==> config.mk <==
export PLATFORM = sky130hd
export DESIGN_NAME = pxs_port
export DESIGN_NICKNAME = d
export VERILOG_FILES = /design/src/pxs_pkg.sv /design/src/pxs_port.sv
export SDC_FILE = /design/constraint.sdc
export NUM_CORES = 1
export LEC_CHECK = 0
export ABC_CLOCK_PERIOD_IN_PS = 3900
export BUFFER_PORTS_ARGS = -buffer_cell sky130_fd_sc_hd__buf_2
export CELL_PAD_IN_SITES_DETAIL_PLACEMENT = 0
export CELL_PAD_IN_SITES_GLOBAL_PLACEMENT = 2
export CORE_ASPECT_RATIO = 0.9
export CORE_MARGIN = 2
export CORE_UTILIZATION = 33
export DETAILED_ROUTE_END_ITERATION = 10
export GPL_ROUTABILITY_DRIVEN = 0
export GPL_TIMING_DRIVEN = 0
export MAX_ROUTING_LAYER = met4
export PLACE_DENSITY_LB_ADDON = 0.12
export SYNTH_ARGS = -nofsm -noshare
export SYNTH_HDL_FRONTEND = slang
export SYNTH_SLANG_ARGS = --single-unit
==> constraint.sdc <==
create_clock -name core_clk -period 3.9 [get_ports core_clk]
set_input_delay 0.975 -clock core_clk [delete_from_list [all_inputs] [get_ports core_clk]]
set_output_delay 0.975 -clock core_clk [all_outputs]
set_load 0.005 [all_outputs]
==> src/pxs_pkg.sv <==
// Purpose: Shared constants and types for the PCI-X host port signalling block
// Assumes: Bus pins sampled synchronously to core_clk
// Notes: Active-low pins carry an _n suffix
package pxs_pkg;
  localparam int unsigned WIDE_FLAG_BIT = 16;
  localparam int unsigned STATUS_W = 32;
  localparam logic [31:0] STATUS_RST = 32'h0000_0000;
  localparam int unsigned PERR_DELAY = 2;
  localparam int unsigned SERR_CYCLES = 1;

  // Sampled bus pin levels
  typedef struct packed {
    logic frame_n;
    logic irdy_n;
    logic trdy_n;
    logic stop_n;
    logic devsel_n;
    logic req64_n;
    logic ack64_n;
  } pxs_ctl_s;

  typedef enum logic [1:0] {PXS_IDLE, PXS_ADDR, PXS_DATA} pxs_phase_e;
endpackage

==> src/pxs_port.sv <==
// Purpose: Pin-level signalling of the PCI-X host port with strap inputs
// Assumes: rst is the bus reset, synchronous and active high
// Notes: Parity checked on the low 32-bit lanes only
//
// What this block does
// Wide transfer via request/acknowledge 64 handshake
// Reset clears state, all outputs released
// Address parity error gives one-clock error pulse
// As target, drive stop to end transaction
// As initiator, end transaction when stopped
// Data phase completes when both readies low
// Width strap sets status bit 16
// Mode strap selects compatibility or master-master
// System holds test input low, output unused
// Even parity over low address and command
// Data parity error reported two clocks later
// Compare computed address parity, pulse on mismatch
`timescale 1ns/1ps
module pxs_port
  import pxs_pkg::*;
(
  // Clock and reset
  input wire logic core_clk,
  input wire logic rst,
  // Straps and test
  input wire logic bus_width_strap_n,
  input wire logic dual_port_mode_strap_n,
  input wire logic factory_test_input,
  output logic factory_test_output,
  // Sampled bus control
  input wire pxs_ctl_s ctl_in,
  input wire logic [31:0] ad_in,
  input wire logic [3:0] cbe_n_in,
  input wire logic par_in,
  // Local requests
  input wire logic want_wide,
  input wire logic tgt_stop_req,
  input wire logic is_master,
  input wire logic is_target,
  input wire logic data_is_write,
  // Driven pins with enables
  output logic req64_n_out,
  output logic req64_oe,
  output logic ack64_n_out,
  output logic ack64_oe,
  output logic stop_n_out,
  output logic stop_oe,
  output logic serr_n_out,
  output logic serr_oe,
  output logic perr_n_out,
  output logic perr_oe,
  // Status
  output logic [STATUS_W-1:0] bus_status,
  output logic master_master_mode,
  output logic wide_active,
  output logic data_done,
  output logic master_abort_done
);

  ////////////////////////////////////////////////////////////////////////////
  logic [STATUS_W-1:0] status_reg;
  logic mode_reg;
  logic req64_reg;
  logic ack64_reg;
  logic stop_reg;
  logic serr_reg;
  logic [PERR_DELAY-1:0] perr_pipe_reg;
  logic wide_reg;
  logic done_reg;
  logic mabort_reg;
  logic addr_chk_reg;
  logic [31:0] addr_reg;
  logic [3:0] cmd_reg;
  logic [31:0] data_reg;
  logic [3:0] dbe_reg;
  logic data_chk_reg;
  logic frame_d_reg;
  pxs_phase_e phase_reg;
  logic phase_done;
  logic addr_start;

  assign phase_done = !ctl_in.irdy_n && !ctl_in.trdy_n;
  assign addr_start = frame_d_reg && !ctl_in.frame_n;

  ////////////////////////////////////////////////////////////////////////////
  // Straps are re-sampled during reset so the status is settled at release
  always_ff @(posedge core_clk) begin
    if (rst) begin
      status_reg <= STATUS_RST;
      // High strap reports a 64-bit device
      status_reg[WIDE_FLAG_BIT] <= bus_width_strap_n;
      mode_reg <= !dual_port_mode_strap_n;
    end
  end

  always_ff @(posedge core_clk) begin
    if (rst) begin
      frame_d_reg <= 1'b1;
      phase_reg <= PXS_IDLE;
    end else begin
      frame_d_reg <= ctl_in.frame_n;
      case (phase_reg)
        PXS_IDLE: if (addr_start) phase_reg <= PXS_ADDR;
        PXS_ADDR: phase_reg <= PXS_DATA;
        PXS_DATA: if (ctl_in.frame_n && ctl_in.irdy_n) phase_reg <= PXS_IDLE;
        default: phase_reg <= PXS_IDLE;
      endcase
    end
  end

  // Initiator asks for the wide path only when strapped wide
  always_ff @(posedge core_clk) begin
    if (rst) begin
      req64_reg <= 1'b0;
    end else begin
      req64_reg <= is_master && want_wide && status_reg[WIDE_FLAG_BIT];
    end
  end

  // Target accepts a wide request only on a wide bus
  always_ff @(posedge core_clk) begin
    if (rst) begin
      ack64_reg <= 1'b0;
    end else begin
      ack64_reg <= is_target && !ctl_in.req64_n &&
                   status_reg[WIDE_FLAG_BIT];
    end
  end

  // Wide only once both sides agreed; otherwise the transfer runs narrow
  always_ff @(posedge core_clk) begin
    if (rst) begin
      wide_reg <= 1'b0;
    end else begin
      wide_reg <= (is_master && req64_reg && !ctl_in.ack64_n) ||
                  (is_target && ack64_reg);
    end
  end

  ////////////////////////////////////////////////////////////////////////////
  // Target stop, only while a frame is open
  always_ff @(posedge core_clk) begin
    if (rst) begin
      stop_reg <= 1'b0;
    end else begin
      stop_reg <= is_target && tgt_stop_req && !ctl_in.frame_n;
    end
  end

  // Master ends its transaction when the claiming target stops it
  always_ff @(posedge core_clk) begin
    if (rst) begin
      mabort_reg <= 1'b0;
    end else begin
      mabort_reg <= is_master && !ctl_in.stop_n &&
                    !ctl_in.devsel_n;
    end
  end

  // Completed data phase
  always_ff @(posedge core_clk) begin
    if (rst) begin
      done_reg <= 1'b0;
    end else begin
      done_reg <= phase_done;
    end
  end

  ////////////////////////////////////////////////////////////////////////////
  // Address and command held for the parity that follows
  always_ff @(posedge core_clk) begin
    if (rst) begin
      addr_reg <= 32'h0000_0000;
      cmd_reg <= 4'h0;
    end else if (addr_start) begin
      addr_reg <= ad_in;
      cmd_reg <= cbe_n_in;
    end
  end

  // Address parity is valid one clock after the address phase
  always_ff @(posedge core_clk) begin
    if (rst) begin
      addr_chk_reg <= 1'b0;
    end else begin
      addr_chk_reg <= addr_start;
    end
  end

  // One-clock pulse; the external pull-up returns the pin high
  always_ff @(posedge core_clk) begin
    if (rst) begin
      serr_reg <= 1'b0;
    end else begin
      serr_reg <= addr_chk_reg &&
                  ((^addr_reg ^ ^cmd_reg) != par_in);
    end
  end

  ////////////////////////////////////////////////////////////////////////////
  // Data held for its parity; only the receiving side checks it
  always_ff @(posedge core_clk) begin
    if (rst) begin
      data_reg <= 32'h0000_0000;
      dbe_reg <= 4'h0;
      data_chk_reg <= 1'b0;
    end else begin
      data_chk_reg <= phase_done && (phase_reg != PXS_IDLE) &&
                      ((is_target && data_is_write) ||
                       (is_master && !data_is_write));
      if (phase_done) begin
        data_reg <= ad_in;
        dbe_reg <= cbe_n_in;
      end
    end
  end

  // Parity trails its data by a clock, so the data must be held
  always_ff @(posedge core_clk) begin
    if (rst) begin
      perr_pipe_reg <= '0;
    end else begin
      perr_pipe_reg <= {perr_pipe_reg[PERR_DELAY-2:0],
                        data_chk_reg &&
                        ((^data_reg ^ ^dbe_reg) != par_in)};
    end
  end

  ////////////////////////////////////////////////////////////////////////////
  // Enables are reset-cleared so every pin floats while rst is high
  assign req64_n_out = !req64_reg;
  assign req64_oe = req64_reg;
  assign ack64_n_out = !ack64_reg;
  assign ack64_oe = ack64_reg;
  assign stop_n_out = !stop_reg;
  assign stop_oe = stop_reg;
  assign serr_n_out = 1'b0;
  assign serr_oe = serr_reg;
  assign perr_n_out = !perr_pipe_reg[PERR_DELAY-1];
  assign perr_oe = perr_pipe_reg[PERR_DELAY-1];
  assign bus_status = status_reg;
  assign master_master_mode = mode_reg;
  assign wide_active = wide_reg;
  assign data_done = done_reg;
  assign master_abort_done = mabort_reg;
  // Test pin is not functional; parked low
  assign factory_test_output = 1'b0 & factory_test_input;
endmodule

After elaboration in Yosys (flattened, before gate mapping)
Index checks and enable logic that the tools add are counted.
{"block": "op_classes", "n_mux": 3, "n_bitwise": 2, "eq_ne": 6, "reduce_logical": 42}
{"cell": "32-bit XOR reduction", "count": 2}
{"cell": "1-bit logical AND", "count": 20}
{"cell": "1-bit logical NOT", "count": 13}
{"cell": "4-bit XOR reduction", "count": 2}
{"cell": "2-bit one-hot mux with 3 select lines", "count": 1}
{"cell": "2-bit two-way mux", "count": 2}
{"cell": "2-bit inequality test (second input constant)", "count": 2}
{"cell": "2-bit by 1-bit == test with 1-bit output (second input constant)", "count": 1}
{"cell": "2-bit == test (second input constant)", "count": 1}
{"cell": "2-bit logical NOT", "count": 1}
{"cell": "1-bit logical OR", "count": 2}
{"cell": "1-bit inequality test", "count": 2}
{"cell": "2-bit AND reduction", "count": 1}
{"cell": "2-bit nonzero test", "count": 1}
{"cell": "1-bit bitwise XOR", "count": 2}
{"block": "word_totals", "wordCells": 71, "out_inout_bits": 47, "inputBits": 54, "regBits": 88}

Longest topological paths before layout
Gate-level depths: netlist (run 1).
{"block": "logic_depth", "word_depth": 4, "ltp_mapped": 5, "mapped_depth_nobuf": 5}

Worst setup path after synthesis (run 1)
No wires, ideal clock.
{"block": "synth_timing", "path_kind": "input-to-reg", "startpoint": "input port par_in", "endpoint": "register perr_pipe_reg[0]", "t_required_ns": 3.782, "setup_ns": 0.118, "arrival_ns": 1.874, "path_buffers": 0, "stages": 5, "slack_ns": 1.907, "path_cell_list": "xnor2_1 xnor2_1 xnor2_1 xnor3_1 mux2i_1"}
{"block": "synth_via", "elab_chain_cells": 2}
{"element": "from (decl)", "line": "pxs_port.sv:34", "source": "input wire logic par_in,"}
{"element": "1-bit inequality test", "line": "pxs_port.sv:225", "source": "((^data_reg ^ ^dbe_reg) != par_in)};"}
{"element": "1-bit logical AND", "line": "pxs_port.sv:224", "source": "data_chk_reg &&"}
{"element": "to (signal assigned)", "line": "pxs_port.sv:223", "source": "perr_pipe_reg <= {perr_pipe_reg[PERR_DELAY-2:0],"}
{"element": "to (decl)", "line": "pxs_port.sv:67", "source": "logic [PERR_DELAY-1:0] perr_pipe_reg;"}
No other way between the ends.
A chain may end at the register's enable or synchronous reset.

Final worst setup path (run 1)
{"block": "layout_timing", "startpoint": "input port rst", "endpoint": "register addr_reg[23]"}
{"element": "from (decl)", "line": "pxs_port.sv:24", "source": "input wire logic rst,"}
{"element": "to (signal assigned)", "line": "pxs_port.sv:176", "source": "addr_reg <= ad_in;"}
{"element": "to (decl)", "line": "pxs_port.sv:72", "source": "logic [31:0] addr_reg;"}
No word-level cell between the ends.

==> impl_results.md, run 1 <==
* First-pass GRT wire length at 14100 um
* Hold Path Depth at 1
* Worst-Margin Slew at a little under 800 ps
* Vias in the first global route at between 2000 and 3000
* Total CTS buffers at 9
* Met1 Resource Use GR at 0.1937
* Reg2Reg Depth at 5
* # DRC at 0
* Rows at 37
* Tmin final at about 2400 ps
* Peak VDD IR at 278.1 uV
* Power density over cell area at 457.1 mW/mm2
* Nets at 624
* CTS tree: built
* Synth unique cells at 23
* Register area share after synthesis at 0.4579
* Die W at roughly 120 um
* RSZ-0062 raised after global routing: false
* Met2 Track Usage GR at 0.2250
* Initial antenna violation count at 0
* Die height at about 110 um
* Reg2reg setup slack at 2220 ps
* Critical R2R Capture: addr_reg[23]$_SDFFE_PP0P_
* Asr flop ratio synth at 0
* Sw Share at 0.2477
* Syn Std Cell Area at roughly 0.004 mm2
* Power share of the sequential group at 0.442
* Root buffer cell: clkbuf_16
* TNS Setup at 0 ps
* Critical-path top delay cell: buf_1
* Data required time at the worst endpoint at 4100 ps
* GRT Total Usage at 0.1497
* Vias at 3034
* Syn Area/Cell at 8.441 um2
* Final Cycle Share at 0.6191
* Area grow syn2layout at 24.21%
* Worst setup EP type: flop
* Hold EP: perr_pipe_reg[1]$_SDFF_PP0_
* Remaining antenna violation count at 0
* P_leak at 2.048 nW
* Post-DP HPWL at roughly 6500 um
* Final WL at between 8000 and 9000 um
* Gr busiest metal: met2
* Min-delay src: perr_pipe_reg[0]$_SDFF_PP0_
* Max Root-Sink Buffers at 2
* # Post-CTS Setup Buffers at 0
* Hold Crit Class: reg2reg
* Wirelength per Cell at around 12 um
* Status: finished, final reports clean
* Slowest stage delay, CP at ~500 ps
* Psw at about 550 uW
* Synth top area cells: dfxtp_1, nand2_1, xnor2_1
* Count leader, synth: nand2_1
* Final Skew at between 7 and 8 ps
* Ports at 101
* Final hold violation count at 0
* I/O Buffers at 66
* Crit Path Max Fanout at 10
* Rel. slew slack at 0.4745
* Synth top cells by count: nand2_1, dfxtp_1, a21oi_1, xnor2_1, buf_4
* Post-layout util at 0.4210
* Grt ovf at 0
* Total power at 2.209 mW
* Arrival @ worst endpoint at 2610 ps
* Share of post-route cells with drive strength above 1 at 0.1965
* Register area at between 0.0015 and 0.002 mm2
* Initial Util at 0.3389
* Fillers at 1242
* Synth Instances at 461
* Setup violations, final at 0
* Yosys reg bits at 88
* Core box area at 0.01148 mm2
* Number of hold buffers added after CTS at 0
* Drt pass-1 iters at 4
* H-tree depth at 3
* Clock latency on the worst-skew pair at around 340 ps
* Combinational share of power at 0.172
* Yosys top cell area share at 0.4424
* Number of flops mapped to enable cells by yosys at 2
* Clock power share at 0.386
* Final slew viol count at 0
* DR vias/cell at 4.150
* Max frequency at 0.4142 GHz
* Max-cap violations at 0
* Crit path cell chain: buf_2 > clkbuf_1 > buf_1 > buf_1 > a21oi_1
* Largest area contributor in the netlist: dfxtp_1
* Critical path launch point type: input pin
* M3 GR Usage at 0.04362
* Clock sinks at 88
* Worst-path clk slew at 60 ps
* Footprint of the multi-input gates at 0.001869 mm2
* DRT iter0 DRCs at 93
* Setup CP Type: in2reg
* # diodes at 0
* Most frequent CP cell: buf_1
* Int Pwr at 1.662 mW
* Post-CTS resize count at 0
* Main flop type after synthesis: dfxtp_1
* Reg-to-Reg Start: frame_d_reg$_SDFF_PP1_
* Yosys Warn Count at 0
* Largest net degree at the start of global routing at 14
* Die ar. at 0.01268 mm2
## routing by layer
layer / up-vias / wire [um]
met5: - / 0
met4: 0 / 132
met3: 11 / 479
met2: 76 / 3812
met1: 1334 / 4407
li1: 1613 / -
## worst max-delay path by stage
stage / start / endpoint / slack, ps
floorplan: par_in / perr_pipe_reg[0]$_SDFF_PP0_ / 1910
global placement: rst / data_reg[6]$_SDFFE_PP0P_ / 1160
detailed placement: rst / addr_reg[23]$_SDFFE_PP0P_ / 1080
CTS: rst / addr_reg[23]$_SDFFE_PP0P_ / 1440
global route: rst / data_reg[5]$_SDFFE_PP0P_ / 1290
finish: rst / addr_reg[23]$_SDFFE_PP0P_ / 1490
## cells in the final DEF, fill, tap and decap left out
cell	instances
clkbuf_16	10
buf_1	5
edfxtp_1	2
buf_2	66
and3_1	2
clkinvlp_4	1
nor2_1	7
xnor2_1	48
nand2_1	147
and4b_1	1
conb_1	33
nand2b_1	3
clkbuf_1	22
a21oi_1	74
nor4_1	1
buf_4	33
xnor3_1	8
mux2i_1	4
or2_2	1
nor4bb_1	1
xor2_1	6
clkbuf_8	2
and2_1	1
nor2b_1	4
nor4b_1	1
inv_1	6
dfxtp_1	86
## per-stage QoR
| step | setup WS [ps] | cell area (um2) | hold WS (ps) | instances |
|---|---|---|---|---|
| finish | 1486 | 4833 | 459.6 | 731 |
| global route | 1291 | 4833 | 481.4 | 731 |
| CTS | 1437 | 4833 | 467.1 | 731 |
| detailed placement | 1075 | 4537 | 458.6 | 715 |
| global placement | 1165 | 4537 | 445.8 | 715 |
| floorplan | 1907 | 4011 | 413.8 | 493 |
## cells by family after synthesis
group           share of synthesized area
simple gates                       0.1752
flops                              0.4579
compound gates                    0.09518
buf+inv                           0.09261
xor+xnor                           0.1678
mux                               0.01029
other cells                     0.0009637
## area by class of cell
class,count,share of cell area
Multi-Input combinational cell,342,0.3867
Clock inverter,1,0.001553
Sequential cell,88,0.3686
Timing Repair Buffer,66,0.06834
Inverter,6,0.004660
Clock buffer,15,0.05980
Buffer,57,0.06989
Tap cell,156,0.04038
## critical path, delay by kind of cell
kind | cells | cell delay [ps]
buffers and inverters | 4 | 1540
AO/OA/AOI/OAI | 1 | 90
## power by group through the flow
| stage | sequential (mW) | clock (mW) | combinational (mW) |
|---|---|---|---|
| detailed placement | 0.997 | 0 | 0.385 |
| global route | 0.982 | 0.919 | 0.421 |
| finish | 0.977 | 0.853 | 0.380 |
| CTS | 0.977 | 0.882 | 0.387 |
| floorplan | 0.992 | 0 | 0.285 |
| global placement | 0.995 | 0 | 0.383 |
Power figures use the tool's default switching activity.
==> run 2: changes to the inputs <==
ABC_CLOCK_PERIOD_IN_PS = 2000   (was 3900)
CORE_UTILIZATION = 27   (was 33)
clock period = 2 ns   (was 3.9 ns; I/O delays follow)
==> run 2 against run 1 <==
  * Non-clock buffer count unchanged
  * Sequential share of layout area shrank 0.25 points
  * Cell count grew 5.1%
  * Die area rose by 21%
  * Largest cell class unchanged
  * Highest routed layer unchanged
==> impl_results.md, run 2 (synthesis gave the netlist of run 1 again) <==
* Status: finished, final reports clean
* Final WL at 9459 um (+7.1%)
* Remaining antenna violation count at 0 (unchanged)
* Max frequency at 0.5779 GHz
* I/O Buffers at 66 (unchanged)
* Total CTS buffers at 9 (unchanged)
* GRT Total Usage at 0.1306 (-0.01912)
* P_leak at 2.051 nW (+0.15%)
* Post-layout util at 0.3462 (-0.07481)
* Share of post-route cells with drive strength above 1 at 0.1983 (+0.001739)
* Vias at 3043 (+0.30%)
* DR vias/cell at 3.962 (-4.5%)
* Setup CP Type: in2reg
* Nets at 624 (unchanged)
* Critical R2R Capture: addr_reg[21]$_SDFFE_PP0P_
* CP Launch Point: rst
* Final hold violation count at 0 (unchanged)
* Final Cycle Share at 0.8652
* Clock sinks at 88 (unchanged)
* Initial Util at 0.2768 (-0.06209)
* Max-cap violations at 0 (unchanged)
* Reg-to-Reg Start: frame_d_reg$_SDFF_PP1_
* Final slew viol count at 0 (unchanged)
* Arrival @ worst endpoint at 1950 ps (-660 ps)
* Setup violations, final at 0 (unchanged)
* Vias in the first global route at 2943 (+5.9%)
* Critical path launch point type: input pin
* Wirelength per Cell at 12.32 um (+1.9%)
* Worst Setup EP: addr_reg[30]$_SDFFE_PP0P_
* Die height at 117.9 um (+10%)
* Clock latency on the worst-skew pair at 340 ps (about the same)
* Largest net degree at the start of global routing at 14 (unchanged)
* Die W at 130.5 um (+10%)
* Tmin final at 1730 ps
* Area grow syn2layout at 25.05%
* Fillers at 1535 (+24%)
* Reg2reg setup slack at 290 ps (-1930 ps)
* H-tree depth at 3 (unchanged)
* Final Skew at 4.776 ps (-2.646 ps)
* Initial antenna violation count at 0 (unchanged)
* Post-DP HPWL at 7008 um (+7.1%)
* Reg2Reg Depth at 5 (unchanged)
* Rel. slew slack at 0.5257 (+0.05116)
* Rows at 41 (+11%)
* First-pass GRT wire length at 14730 um (+4.5%)
* Most common cell after layout, fill and taps aside: nand2_1
* Commonest cells after routing, fill and taps aside: nand2_1, dfxtp_1, a21oi_1
* Worst setup EP type: flop
* Root buffer cell: clkbuf_16
* Worst-Margin Slew at 708.9 ps (-76.46 ps)
* Peak VDD IR at 402.3 uV (+45%)
* Die ar. at 0.01539 mm2 (+21%)
* Core box area at 0.01406 mm2 (+22%)
* Worst-path clk slew at 60 ps (about the same)
* CTS tree: built
* Hold slack at 318.0 ps (-141.6 ps)
* Max Root-Sink Buffers at 2 (unchanged)
* Crit Path Max Fanout at 10 (unchanged)
* # diodes at 0 (unchanged)
* Power density over cell area at 877.9 mW/mm2 (+92%)
* Ports at 101 (unchanged)
* RSZ-0062 raised after global routing: false
* DRT iter0 DRCs at 119 (+28%)
* Hold Crit Class: in2reg
* Data required time at the worst endpoint at 2220 ps (-1880 ps)
* # DRC at 0 (unchanged)
* Drt pass-1 iters at 4 (unchanged)
* Grt ovf at 0 (unchanged)
[run 2: changes by cell type in the layout (fill, tap and decap cells not counted), sizes merged]
| cell | change |
|---|---|
| buf | -1 |
| clkinvlp | -1 |
| clkbuf | -3 |
| clkinv | +4 |
| bufinv | +1 |
[run 2: cell type report]
type                       count  area, um2  share of cell area
buffer                        57      340.3             0.06994
inverter                       6      22.52            0.004628
multi-input combinational    342       1869              0.3842
tap                          193      241.5             0.04963
sequential                    88       1782              0.3662
clock inverter                 5      47.55            0.009771
timing repair buffer          66      330.3             0.06788
clock buffer                  11      232.7             0.04783
[run 2: how the worst min path moves through the flow]
stage | depth (start not counted) | slack [ps] | to | startpoint
2_1_floorplan | 1 | 410 | perr_pipe_reg[1]$_SDFF_PP0_ | perr_pipe_reg[0]$_SDFF_PP0_
3_3_place_gp | 2 | 450 | dbe_reg[1]$_SDFFE_PP0P_ | dbe_reg[1]$_SDFFE_PP0P_
3_5_place_dp | 2 | 450 | addr_reg[14]$_SDFFE_PP0P_ | addr_reg[14]$_SDFFE_PP0P_
4_1_cts | 2 | 300 | ack64_oe$_SDFF_PP0_ | ctl_in[1]
5_1_grt | 2 | 300 | ack64_oe$_SDFF_PP0_ | ctl_in[1]
6_report | 2 | 320 | master_abort_done$_SDFF_PP0_ | ctl_in[3]
[run 2: through the flow]
stage | area [um2] | setup TNS, ps | setup slack [ps] | power, mW | instances
after detailed placement | 4583 | -6268 | -320.9 | 2.703 | 752
after global placement | 4583 | -5550 | -260.2 | 2.698 | 752
after floorplan | 4011 | 0 | 482.3 | 2.490 | 493
after global routing | 4866 | 0 | 86.53 | 4.494 | 768
final | 4866 | 0 | 269.6 | 4.272 | 768
after CTS | 4863 | 0 | 56.64 | 4.349 | 768
[run 2: timing repair]
item                                    in CTS  in global routing
resized for setup                            0                  3
setup buffers                                0                  0
hold buffers                                 0                  0
endpoints found under the setup margin       0                 20
[run 2: metal layers]
metal  GRT usage  vias up  share of wire
met4     0.04388        0          0.015
met2      0.1875       79           0.43
met5           -        -              0
met3     0.03909        9          0.053
li1            -     1616              -
met1      0.1748     1339           0.50
[run 2: critical path, stage by stage]
cell and delay (ps):
buf_2 130, clkbuf_1 400, buf_1 480, clkbuf_2 360, a21oi_1 70
[run 2: where the power goes]
part | internal (mW) | total, mW | switching, mW
sequential | 1.85 | 1.90 | 0.0531
clock | 0.956 | 1.61 | 0.659
combinational | 0.404 | 0.753 | 0.350
==> run 3: changes to the inputs <==
==> constraint.sdc (replaced) <==
create_clock -name core_clk -period 2 [get_ports core_clk]
set_input_delay 0.1 -clock core_clk [delete_from_list [all_inputs] [get_ports core_clk]]
set_output_delay 0.1 -clock core_clk [all_outputs]
set_load 0.005 [all_outputs]
==> run 3 against run 2 <==
  * Via count up 3.0%
  * Non-clock buffer count up 20
  * Critical path depth unchanged
  * Critical path type is now reg2reg
  * Highest routed layer unchanged
==> impl_results.md, run 3 (synthesis gave the netlist of run 1 again) <==
* Wirelength per Cell at 12.16 um (-1.3%)
* Power density over cell area at 848.5 mW/mm2 (-3.3%)
* GRT Total Usage at 0.1326 (+0.002033)
* # DRC at 0 (unchanged)
* DR vias/cell at 3.976 (+0.34%)
* Data required time at the worst endpoint at 2270 ps (+50 ps)
* Drt pass-1 iters at 4 (unchanged)
* Critical R2R Capture: addr_reg[21]$_SDFFE_PP0P_
* First-pass GRT wire length at 15030 um (+2.0%)
* Clock latency on the worst-skew pair at 340 ps (about the same)
* Final slew viol count at 0 (unchanged)
* CP top delay family: buffers and inverters
* Pre-CTS setup slack at 79.12 ps (+400.0 ps)
* Setup ws final at 273.6 ps (+4.011 ps)
* Post-DP HPWL at 7008 um (unchanged)
* Critical path launch point type: flop
* Crit path cell chain: nor2b_1 > clkbuf_1 > clkbuf_1 > nand2_1 > a21oi_1
* Rel. slew slack at 0.5131 (-0.01254)
* Initial antenna violation count at 0 (unchanged)
* Status: finished, final reports clean
* Footprint of the multi-input gates at 0.001869 mm2 (unchanged)
* Total CTS buffers at 9 (unchanged)
* Die height at 117.9 um (unchanged)
* Post-placement cell count at 752 (unchanged)
* Max Root-Sink Buffers at 2 (unchanged)
* Hold Crit Class: in2reg
* Tmin final at 1726 ps (-4.011 ps)
* Die W at 130.5 um (unchanged)
* Worst-Margin Slew at 727.6 ps (+18.74 ps)
* Nets at 644 (+3.2%)
* Largest net degree at the start of global routing at 14 (unchanged)
* Met2 Track Usage GR at 0.1937 (+0.006185)
* Max frequency at 0.5792 GHz (+0.23%)
* Area grow syn2layout at 30.13%
* Final WL at 9582 um (+1.3%)
* Core box area at 0.01406 mm2 (unchanged)
* I/O Buffers at 66 (unchanged)
* DRT iter0 DRCs at 142 (+19%)
* Final hold violation count at 0 (unchanged)
* Peak VDD IR at 402.3 uV (about the same)
* Arrival @ worst endpoint at 2000 ps (+50 ps)
* Fillers at 1531 (-0.26%)
* H-tree depth at 3 (unchanged)
* Rows at 41 (unchanged)
* Grt ovf at 0 (unchanged)
* Met1 Resource Use GR at 0.1765 (+0.001689)
* Setup CP Type: reg2reg
* Critical-path top delay cell: clkbuf_1
* Max-cap violations at 0 (unchanged)
* Commonest cells after routing, fill and taps aside: nand2_1, dfxtp_1, a21oi_1
* M3 GR Usage at 0.03727 (-0.001818)
* Placed Area at 0.004583 mm2 (unchanged)
* Setup violations, final at 0 (unchanged)
* Root buffer cell: clkbuf_16
* Vias at 3133 (+3.0%)
* CP Launch Point: frame_d_reg$_SDFF_PP1_
* Final Cycle Share at 0.8632 (-0.002005)
* Worst setup EP type: flop
* Remaining antenna violation count at 0 (unchanged)
* Design area at 0.005064 mm2 (+4.1%)
* Crit Path Max Fanout at 10 (unchanged)
* CTS tree: built
* Reg2reg setup slack at 270 ps (-20 ps)
* Ports at 101 (unchanged)
* RSZ-0062 raised after global routing: false
* TNS Setup at 0 ps (unchanged)
* Min-delay src: ad_in[31]
* Vias in the first global route at 3014 (+2.4%)
* Cell count along the critical path at 5 (unchanged)
* Final Skew at 4.698 ps (-0.07733 ps)
* Worst Setup EP: addr_reg[21]$_SDFFE_PP0P_
* Layout Cells excl Fill at 788 (+2.6%)
* Register area at 0.001782 mm2 (unchanged)
* Total power at 4.297 mW (+0.58%)
* Initial Util at 0.2768 (unchanged)
* Reg2Reg Depth at 5 (unchanged)
* Reg-to-Reg Start: frame_d_reg$_SDFF_PP1_
* Worst-path clk slew at 60 ps (about the same)
* Most frequent CP cell: clkbuf_1
* P_leak at 2.131 nW (+3.9%)
* Slowest stage delay, CP at 500 ps (+20 ps)
* Buf/Inv on CP at 2 (-2)
* # diodes at 0 (unchanged)
* Most common cell after layout, fill and taps aside: nand2_1
* Gr busiest metal: met2
* Clock sinks at 88 (unchanged)
* Die ar. at 0.01539 mm2 (unchanged)
* Share of post-route cells with drive strength above 1 at 0.1882 (-0.01003)
* Post-CTS resize count at 0 (unchanged)
run 3: repair_timing:
| action | CTS | global route |
|---|---|---|
| endpoints found under the hold margin | 22 | 0 |
| setup endpoints to repair | 0 | 0 |
| setup buffers | 0 | 0 |
| hold buffers | 20 | 0 |
run 3: area by class of cell:
class                   instances  share of cell area
multi-input cells             342              0.3692
flip-flops and latches         88              0.3519
repair buffers                 86              0.1048
plain buffers                  57             0.06672
well taps                     193             0.04769
clock buffers                  11             0.04596
clock inverters                 5            0.009390
inverters                       6            0.004448
run 3: where the power goes:
part	switching [mW]	internal, mW	leakage (nW)
Sequential	0.0535	1.85	0.724
Combinational	0.353	0.428	1.27
Clock	0.656	0.955	0.138
Total	1.06	3.23	2.13
run 3: layer usage:
metal / vias to the layer above / share of wire
met5: - / 0
met1: 1388 / 0.49
met4: 0 / 0.014
met2: 80 / 0.44
li1: 1656 / -
met3: 9 / 0.053
run 3: stage by stage:
stage               utilization  hold slack, ps
floorplan                     -           175.7
global placement         0.3261           264.4
detailed placement       0.3261           264.3
CTS                      0.3602          0.6394
global route             0.3602           3.664
finish                   0.3602           14.31
run 3: worst min-delay path by stage:
| stage | to | slack (ps) | cells after the start |
|---|---|---|---|
| floorplan | ack64_oe$_SDFF_PP0_ | 180 | 1 |
| global placement | master_abort_done$_SDFF_PP0_ | 260 | 2 |
| detailed placement | ack64_oe$_SDFF_PP0_ | 260 | 2 |
| CTS | addr_reg[16]$_SDFFE_PP0P_ | 0.6 | 3 |
| global route | data_reg[0]$_SDFFE_PP0P_ | 4 | 3 |
| finish | addr_reg[31]$_SDFFE_PP0P_ | 10 | 3 |
run 3: tightest hold or removal path: cells and delay by family:
kind	cells	cell delay [ps]
buffers and inverters	1	110
AND/OR/NAND/NOR	1	50
AO/OA/AOI/OAI	1	50
